**config.mk**
```make
export PLATFORM = sky130hd
export DESIGN_NAME = stack_pointer_tracker
export DESIGN_NICKNAME = d
export VERILOG_FILES = /design/src/sp_track_pkg.sv /design/src/stack_pointer_tracker.sv /design/src/sp_class_decode.sv
export SDC_FILE = /design/constraint.sdc
export NUM_CORES = 1
export LEC_CHECK = 0
export ABC_AREA = 1
export BUFFER_PORTS_ARGS = -buffer_cell sky130_fd_sc_hd__buf_2
export CAP_MARGIN = 5
export CORE_UTILIZATION = 55
export DETAILED_ROUTE_END_ITERATION = 7
export PLACE_DENSITY = 0.79
export SKIP_LAST_GASP = 1
export SLEW_MARGIN = 20
export SYNTH_ARGS = -nofsm -noshare
export SYNTH_HDL_FRONTEND = slang
export SYNTH_HIERARCHICAL = 1
export SYNTH_SLANG_ARGS = --single-unit
```
**constraint.sdc**
```tcl
create_clock -name clk -period 2.5 [get_ports clk]
set_input_delay 0.5 -clock clk [delete_from_list [all_inputs] [get_ports clk]]
set_output_delay 0.5 -clock clk [all_outputs]
set_load 0.005 [all_outputs]
```
**src/sp_track_pkg.sv**
```systemverilog
// Purpose: shared constants and types for the stack pointer tracker
// Assumes: one instruction offered per cycle by the decoder
package sp_track_pkg;

    localparam int OFFSET_W = 16;
    localparam logic [OFFSET_W-1:0] OFFSET_RST = 16'h0000;
    localparam int CLASS_W = 4;

    // instruction classes as seen by the tracker
    typedef enum logic [CLASS_W-1:0] {
        CLS_OTHER,
        CLS_PUSH,
        CLS_POP,
        CLS_CALL,
        CLS_RET,
        CLS_TEARDOWN,
        CLS_SP_SRC,
        CLS_SP_MEM_NOIDX,
        CLS_ADDR_CALC_SP,
        CLS_SP_DST,
        CLS_SP_MEM_IDX,
        CLS_MCODE_SP
    } sp_class_e;

    typedef enum logic {
        ST_RUN,
        ST_WAIT_WB
    } trk_state_e;

endpackage : sp_track_pkg

```
**src/stack_pointer_tracker.sv**
```systemverilog
// Purpose: track sp offset across stack instructions in the front end
// Assumes: execution reports the new sp value with wb_valid after an sp write
// Notes: out_offset is the offset to add to the last synced sp
`timescale 1ns/1ps
module stack_pointer_tracker #(
    parameter int OFFSET_W = sp_track_pkg::OFFSET_W
) (
    input wire logic clk,
    input wire logic rst,
    input wire logic in_valid,
    output logic in_ready,
    input wire sp_track_pkg::sp_class_e in_class,
    input wire logic signed [OFFSET_W-1:0] in_delta,
    output logic out_valid,
    input wire logic out_ready,
    output sp_track_pkg::sp_class_e out_class,
    output logic signed [OFFSET_W-1:0] out_offset,
    output logic out_use_tracked,
    output logic out_wait_real_sp,
    input wire logic wb_valid,
    output logic resync_pending
);

    logic adjusts;
    logic uses_tracked;
    logic keeps_dep;
    logic writes_sp;
    logic take;
    logic out_free;
    logic signed [OFFSET_W-1:0] offset_r;
    logic signed [OFFSET_W-1:0] offset_nxt;
    logic signed [OFFSET_W-1:0] sum_w;
    sp_track_pkg::trk_state_e st_r;
    sp_track_pkg::trk_state_e st_nxt;
    logic out_valid_r;
    sp_track_pkg::sp_class_e out_class_r;
    logic signed [OFFSET_W-1:0] out_offset_r;
    logic out_use_tracked_r;
    logic out_wait_r;

    sp_class_decode u_dec (
        .cls(in_class),
        .adjusts(adjusts),
        .uses_tracked(uses_tracked),
        .keeps_dep(keeps_dep),
        .writes_sp(writes_sp)
    );

    // handshake: stall while an sp write is outstanding
    assign out_free = !out_valid_r || out_ready;
    assign in_ready = (st_r == sp_track_pkg::ST_RUN) && out_free;
    assign take = in_valid && in_ready;
    assign sum_w = offset_r + in_delta;

    // offset update
    always_comb begin
        offset_nxt = offset_r;
        if (st_r == sp_track_pkg::ST_WAIT_WB && wb_valid) begin
            offset_nxt = OFFSET_W'(sp_track_pkg::OFFSET_RST);
        end else if (take && adjusts) begin
            offset_nxt = sum_w;
        end else if (take && keeps_dep) begin
            offset_nxt = OFFSET_W'(sp_track_pkg::OFFSET_RST);
        end
    end

    // state update
    always_comb begin
        st_nxt = st_r;
        unique case (st_r)
            sp_track_pkg::ST_RUN: begin
                if (take && writes_sp) begin
                    st_nxt = sp_track_pkg::ST_WAIT_WB;
                end
            end
            sp_track_pkg::ST_WAIT_WB: begin
                if (wb_valid) begin
                    st_nxt = sp_track_pkg::ST_RUN;
                end
            end
        endcase
    end

    always_ff @(posedge clk) begin
        if (rst) begin
            offset_r <= OFFSET_W'(sp_track_pkg::OFFSET_RST);
            st_r <= sp_track_pkg::ST_RUN;
        end else begin
            offset_r <= offset_nxt;
            st_r <= st_nxt;
        end
    end

    // issued instruction: offset seen before its own adjustment
    always_ff @(posedge clk) begin
        if (rst) begin
            out_valid_r <= 1'b0;
            out_class_r <= sp_track_pkg::CLS_OTHER;
            out_offset_r <= OFFSET_W'(sp_track_pkg::OFFSET_RST);
            out_use_tracked_r <= 1'b0;
            out_wait_r <= 1'b0;
        end else if (out_free) begin
            out_valid_r <= take;
            out_class_r <= in_class;
            out_offset_r <= offset_r;
            out_use_tracked_r <= take && uses_tracked;
            out_wait_r <= take && keeps_dep;
        end
    end

    assign out_valid = out_valid_r;
    assign out_class = out_class_r;
    assign out_offset = out_offset_r;
    assign out_use_tracked = out_use_tracked_r;
    assign out_wait_real_sp = out_wait_r;
    assign resync_pending = (st_r == sp_track_pkg::ST_WAIT_WB);

    // checks
    a_push_pop_track: assert property (@(posedge clk) disable iff (rst)
        (take && (in_class == sp_track_pkg::CLS_PUSH || in_class == sp_track_pkg::CLS_POP))
        |=> (offset_r == $past(sum_w)) && out_valid && out_use_tracked && !out_wait_real_sp)
        else $error("push or pop offset not tracked");

    a_call_ret_track: assert property (@(posedge clk) disable iff (rst)
        (take && in_class inside {sp_track_pkg::CLS_CALL, sp_track_pkg::CLS_RET,
                                  sp_track_pkg::CLS_TEARDOWN})
        |=> out_use_tracked && !out_wait_real_sp && in_ready == out_free)
        else $error("call, return or teardown serialised");

    a_src_resolve: assert property (@(posedge clk) disable iff (rst)
        (take && in_class inside {sp_track_pkg::CLS_SP_SRC, sp_track_pkg::CLS_SP_MEM_NOIDX})
        |=> out_use_tracked && out_offset == $past(offset_r) && offset_r == $past(offset_r))
        else $error("sp source not resolved through offset");

    a_addr_calc_dep: assert property (@(posedge clk) disable iff (rst)
        (take && in_class == sp_track_pkg::CLS_ADDR_CALC_SP)
        |=> out_wait_real_sp && !out_use_tracked && offset_r == '0)
        else $error("address calculation lost sp dependency");

    a_dst_hold: assert property (@(posedge clk) disable iff (rst)
        (take && in_class == sp_track_pkg::CLS_SP_DST)
        |=> out_wait_real_sp && resync_pending && !in_ready)
        else $error("sp destination write not held");

    a_index_dep: assert property (@(posedge clk) disable iff (rst)
        (take && in_class == sp_track_pkg::CLS_SP_MEM_IDX)
        |=> out_wait_real_sp && !out_use_tracked)
        else $error("indexed sp operand used tracked value");

    a_mcode_dep: assert property (@(posedge clk) disable iff (rst)
        (take && in_class == sp_track_pkg::CLS_MCODE_SP)
        |=> out_wait_real_sp && !out_use_tracked ##0 resync_pending)
        else $error("microcoded sp instruction used tracked value");

    a_resync_zero: assert property (@(posedge clk) disable iff (rst)
        (resync_pending && wb_valid) |=> !resync_pending && offset_r == '0)
        else $error("offset not resynced after sp write");

    a_wait_stall: assert property (@(posedge clk) disable iff (rst)
        resync_pending |-> !in_ready)
        else $error("tracking applied before resync");

    // pipe handshake and offset bookkeeping
    a_issue_next: assert property (@(posedge clk) disable iff (rst)
        take |=> out_valid && out_class == $past(in_class))
        else $error("taken instruction not issued next cycle");

    a_stall_hold: assert property (@(posedge clk) disable iff (rst)
        (out_valid && !out_ready) |=> out_valid && $stable(out_class) && $stable(out_offset)
        && $stable(out_use_tracked) && $stable(out_wait_real_sp))
        else $error("issued instruction changed while stalled");

    a_idle_drop: assert property (@(posedge clk) disable iff (rst)
        (out_free && !take) |=> !out_valid && !out_use_tracked && !out_wait_real_sp)
        else $error("issue slot not emptied when idle");

    a_offset_quiet: assert property (@(posedge clk) disable iff (rst)
        (!take && !(resync_pending && wb_valid)) |=> offset_r == $past(offset_r))
        else $error("offset moved with no instruction");

    a_call_ret_sum: assert property (@(posedge clk) disable iff (rst)
        (take && in_class inside {sp_track_pkg::CLS_CALL, sp_track_pkg::CLS_RET,
                                  sp_track_pkg::CLS_TEARDOWN})
        |=> offset_r == $past(offset_r) + $past(in_delta))
        else $error("call, return or teardown delta not applied");

    a_src_no_wait: assert property (@(posedge clk) disable iff (rst)
        (take && in_class inside {sp_track_pkg::CLS_SP_SRC, sp_track_pkg::CLS_SP_MEM_NOIDX})
        |=> !out_wait_real_sp && !resync_pending)
        else $error("sp source instruction held for real sp");

    a_other_plain: assert property (@(posedge clk) disable iff (rst)
        (out_valid && out_class == sp_track_pkg::CLS_OTHER) |-> !out_use_tracked && !out_wait_real_sp)
        else $error("unrelated instruction marked for sp handling");

    a_dst_offset: assert property (@(posedge clk) disable iff (rst)
        (take && in_class inside {sp_track_pkg::CLS_SP_DST, sp_track_pkg::CLS_MCODE_SP})
        |=> out_offset == $past(offset_r) && offset_r == '0)
        else $error("sp write did not hand over the pending offset");

    a_wait_hold: assert property (@(posedge clk) disable iff (rst)
        (resync_pending && !wb_valid) |=> resync_pending && offset_r == $past(offset_r))
        else $error("resync left before new sp arrived");

    a_resync_ready: assert property (@(posedge clk) disable iff (rst)
        (resync_pending && wb_valid) |=> in_ready || (out_valid && !out_ready))
        else $error("input not reopened after resync");

    a_ready_run: assert property (@(posedge clk) disable iff (rst)
        (!resync_pending && !(out_valid && !out_ready)) |-> in_ready)
        else $error("stack instruction serialised without cause");

    a_busy_refuse: assert property (@(posedge clk) disable iff (rst)
        (out_valid && !out_ready) |-> !in_ready)
        else $error("input taken while issue slot full");

    a_wait_no_track: assert property (@(posedge clk) disable iff (rst)
        (out_valid && out_wait_real_sp) |-> !out_use_tracked)
        else $error("dependent instruction also marked tracked");

    a_reset_state: assert property (@(posedge clk)
        rst |=> !out_valid && !resync_pending && offset_r == '0 && out_offset == '0)
        else $error("tracker not cleared by reset");

endmodule : stack_pointer_tracker

```
**src/sp_class_decode.sv**
```systemverilog
// Purpose: classify an instruction class for the tracker
// Assumes: class code comes straight from the decoder
// Notes: purely combinational
`timescale 1ns/1ps
module sp_class_decode (
    input wire sp_track_pkg::sp_class_e cls,
    output logic adjusts,
    output logic uses_tracked,
    output logic keeps_dep,
    output logic writes_sp
);
    // stack adjusting classes
    function automatic logic is_adjust(input sp_track_pkg::sp_class_e c);
        return c inside {sp_track_pkg::CLS_PUSH, sp_track_pkg::CLS_POP,
                         sp_track_pkg::CLS_CALL, sp_track_pkg::CLS_RET,
                         sp_track_pkg::CLS_TEARDOWN};
    endfunction : is_adjust

    assign adjusts = is_adjust(cls);
    assign uses_tracked = is_adjust(cls) || cls == sp_track_pkg::CLS_SP_SRC
                          || cls == sp_track_pkg::CLS_SP_MEM_NOIDX;
    assign keeps_dep = cls inside {sp_track_pkg::CLS_ADDR_CALC_SP, sp_track_pkg::CLS_SP_DST,
                                   sp_track_pkg::CLS_SP_MEM_IDX,
                                   sp_track_pkg::CLS_MCODE_SP};
    assign writes_sp = cls == sp_track_pkg::CLS_SP_DST
                       || cls == sp_track_pkg::CLS_MCODE_SP;

endmodule : sp_class_decode

```
==> results.cfg <==
[outcome]
status = finished, final reports clean

[pwr]
leakage_nw = 1.555
peakVddDrop_mv = 0.3515
power_mw = 1.550
p_per_area_mw_per_mm2 = 545.6

[cts]
cts_tree = built
clk_pin_slew_ps = 80
holdBufCountCts = 0
cts_resized = 0
cts_buffers = 5
cts_buffer_depth = 2
cts_num_sinks = 40
postCtsSetupRepairBufs = 0
htree_levels = 2
root_buffer = clkbuf_8
insertion_delay_ps = 290

[routing]
avgViaCountPerCell = 5.068
antenna_left = 0
vias = 2402
drt-wirelength-per-cell_um = 11.59
initialDrtViolationCount = 104
drt_wl_total_mm = 5.494
drtPass1Iterations = 4
drc = 0

[critical_path]
worstSetupPathType = flop to flop
crit_path_end_kind = flop
cp_data_arrival_time_ps = 2120
cp-start-kind = flop
critPathRequiredTime_ps = 2680
path_max_fanout = 4

[floorplanning]
rows = 23
io_pins = 50
start_util_pct = 58.98
die_w_um = 68.43
core_mm2 = 0.004115
die_y_um = 68.43
die_area_mm2 = 0.004683

[cells_and_area]
drive_gt1_share_pct = 20.99
fin_cells = 474
final_nets = 464
antenna_cells = 0
design_area_mm2 = 0.002841
area_delta_synth_final_pct = 17.06
finish.utilization_pct = 69.05
fill_cells = 380

[logic_synthesis]
synth.distinct_cells = 28
avgSynthCellArea_um2 = 6.525
yosys_warnings = 6
synthFlopType = dfxtp_1
synth-seq-cells = 40
ys_seq_area_share_pct = 32.99
synth_top_cell_area_share_pct = 32.99
syn_area_mm2 = 0.002427
synth_top_cell_by_area = dfxtp_1
async_flop_share_pct = 0
synth_edf_count = 0
synth_cells = 372
synth_most_common_cell = nand2_1
yosys-top-cells-count = nand2_1, nor2_1, inv_1
syn_nets = 413
synth_area_leaders = dfxtp_1, nand2_1, nor2_1

[placed_design]
place_inst = 466
dp_hpwl_mm = 4.145
place_area_mm2 = 0.002715
dp_slack_ps = 389.7
gp_congestion = 0.8582
io_buffers = 49

[timing]
period_share_pct = 77.37
fin_setup_tns_ps = 0
setup_slack_ps = 565.8
finalHoldViolCount = 0
slew_headroom_pct = 58.56
finClkSkew_ps = 3.988
rsz0062_at_grt = false
timing.final.crit_period_ps = 1934
whs_ps = 420.2
fmax_mhz = 517.0
finalSetupViolations = 0
slew_viol_final = 0
worst_slew_pin_slew_ps = 620.9

[flow_run]
cap_viol_max_count = 0

[global_route]
grt_antenna_before_repair = 0
gr-total-overflow = 0
first_global_vias = 2097
grt_pass1_wl_mm = 8.859
grt_max_degree = 22
grt_usage_pct = 25.03

[worst_hold_path]
min_path_type = input port to flop
## power by group
| part | total [mW] | switching [mW] | internal, mW |
|---|---|---|---|
| sequential | 0.690 | 0.0210 | 0.669 |
| clock | 0.576 | 0.224 | 0.352 |
| combinational | 0.284 | 0.176 | 0.108 |
| total | 1.55 | 0.421 | 1.13 |
## cells by family after synthesis
logic type               Yosys count  synth area share, %
adder cells (fa/ha/maj)           16                8.557
XOR/XNOR                           1               0.3609
flip-flops                        40                32.99
AO/OA/AOI/OAI                     57                12.89
AND/OR/NAND/NOR                  197                35.05
buffers and inverters             61                10.15
## placed cells by master, fill, tap and decap left out
cell type,netlist,layout
a21oi_1,24,24
a21oi_2,7,7
and2_1,1,1
buf_2,1,49
buf_4,0,3
bufinv_16,0,1
clkbuf_8,0,7
dfxtp_1,40,40
fa_1,1,1
ha_1,15,15
inv_1,48,48
inv_2,3,3
inv_4,2,2
nand2_1,96,96
nand2_2,12,12
nand2_4,1,1
nand2_8,1,1
nand3_1,20,20
nand3b_1,2,2
nand4_1,1,1
nor2_1,55,55
nor2_2,1,1
nor2_4,1,1
nor3_1,4,4
o21ai_0,25,25
o22ai_1,1,1
or2_1,1,1
or2_2,1,1
xor2_1,1,1
## area by class of cell
cell class	count	area, um2	share of cell area, %
Sequential cell	40	800.8	28.18
Tap cell	50	62.56	2.202
Multi-Input combinational cell	271	1380	48.57
Clock inverter	1	30.03	1.057
Inverter	53	203.9	7.177
Clock buffer	7	96.34	3.391
Timing Repair Buffer	52	267.8	9.423
## worst max-delay path: stages (launching register included)
cell and delay [ps]:
dfxtp_1 370, ha_1 190, inv_1 60, fa_1 350
inv_1 130, nand3_1 80, nand3_1 140, a21oi_1 100
or2_2 270, nand3_1 80, a21oi_2 50
## path summary, 6_finish.rpt
path	start	end	slack, ps	depth (start not counted)
setup / recovery	offset_r[0]$_SDFFE_PP0P_	offset_r[8]$_SDFFE_PP0P_	570	10
hold / removal	rst	resync_pending$_SDFF_PP0_	420	2
setup reg to reg	offset_r[0]$_SDFFE_PP0P_	offset_r[8]$_SDFFE_PP0P_	570	10
hold reg to reg	out_wait_real_sp$_SDFFE_PP0N_	out_wait_real_sp$_SDFFE_PP0N_	470	2
## sequential cells by signal, summed over array words and instances (netlist names)
register          cells
offset_r             16
out_class             4
out_offset           16
out_use_tracked       1
out_valid             1
out_wait_real_sp      1
resync_pending        1
## routing by layer
metal  global-route usage [%]  share of wire [%]
met2                    42.65                 48
met5                        0                  0
met1                    31.59                 45
met3                    2.333                5.5
met4                    11.20                1.8
(Power assumes the default switching activity.)
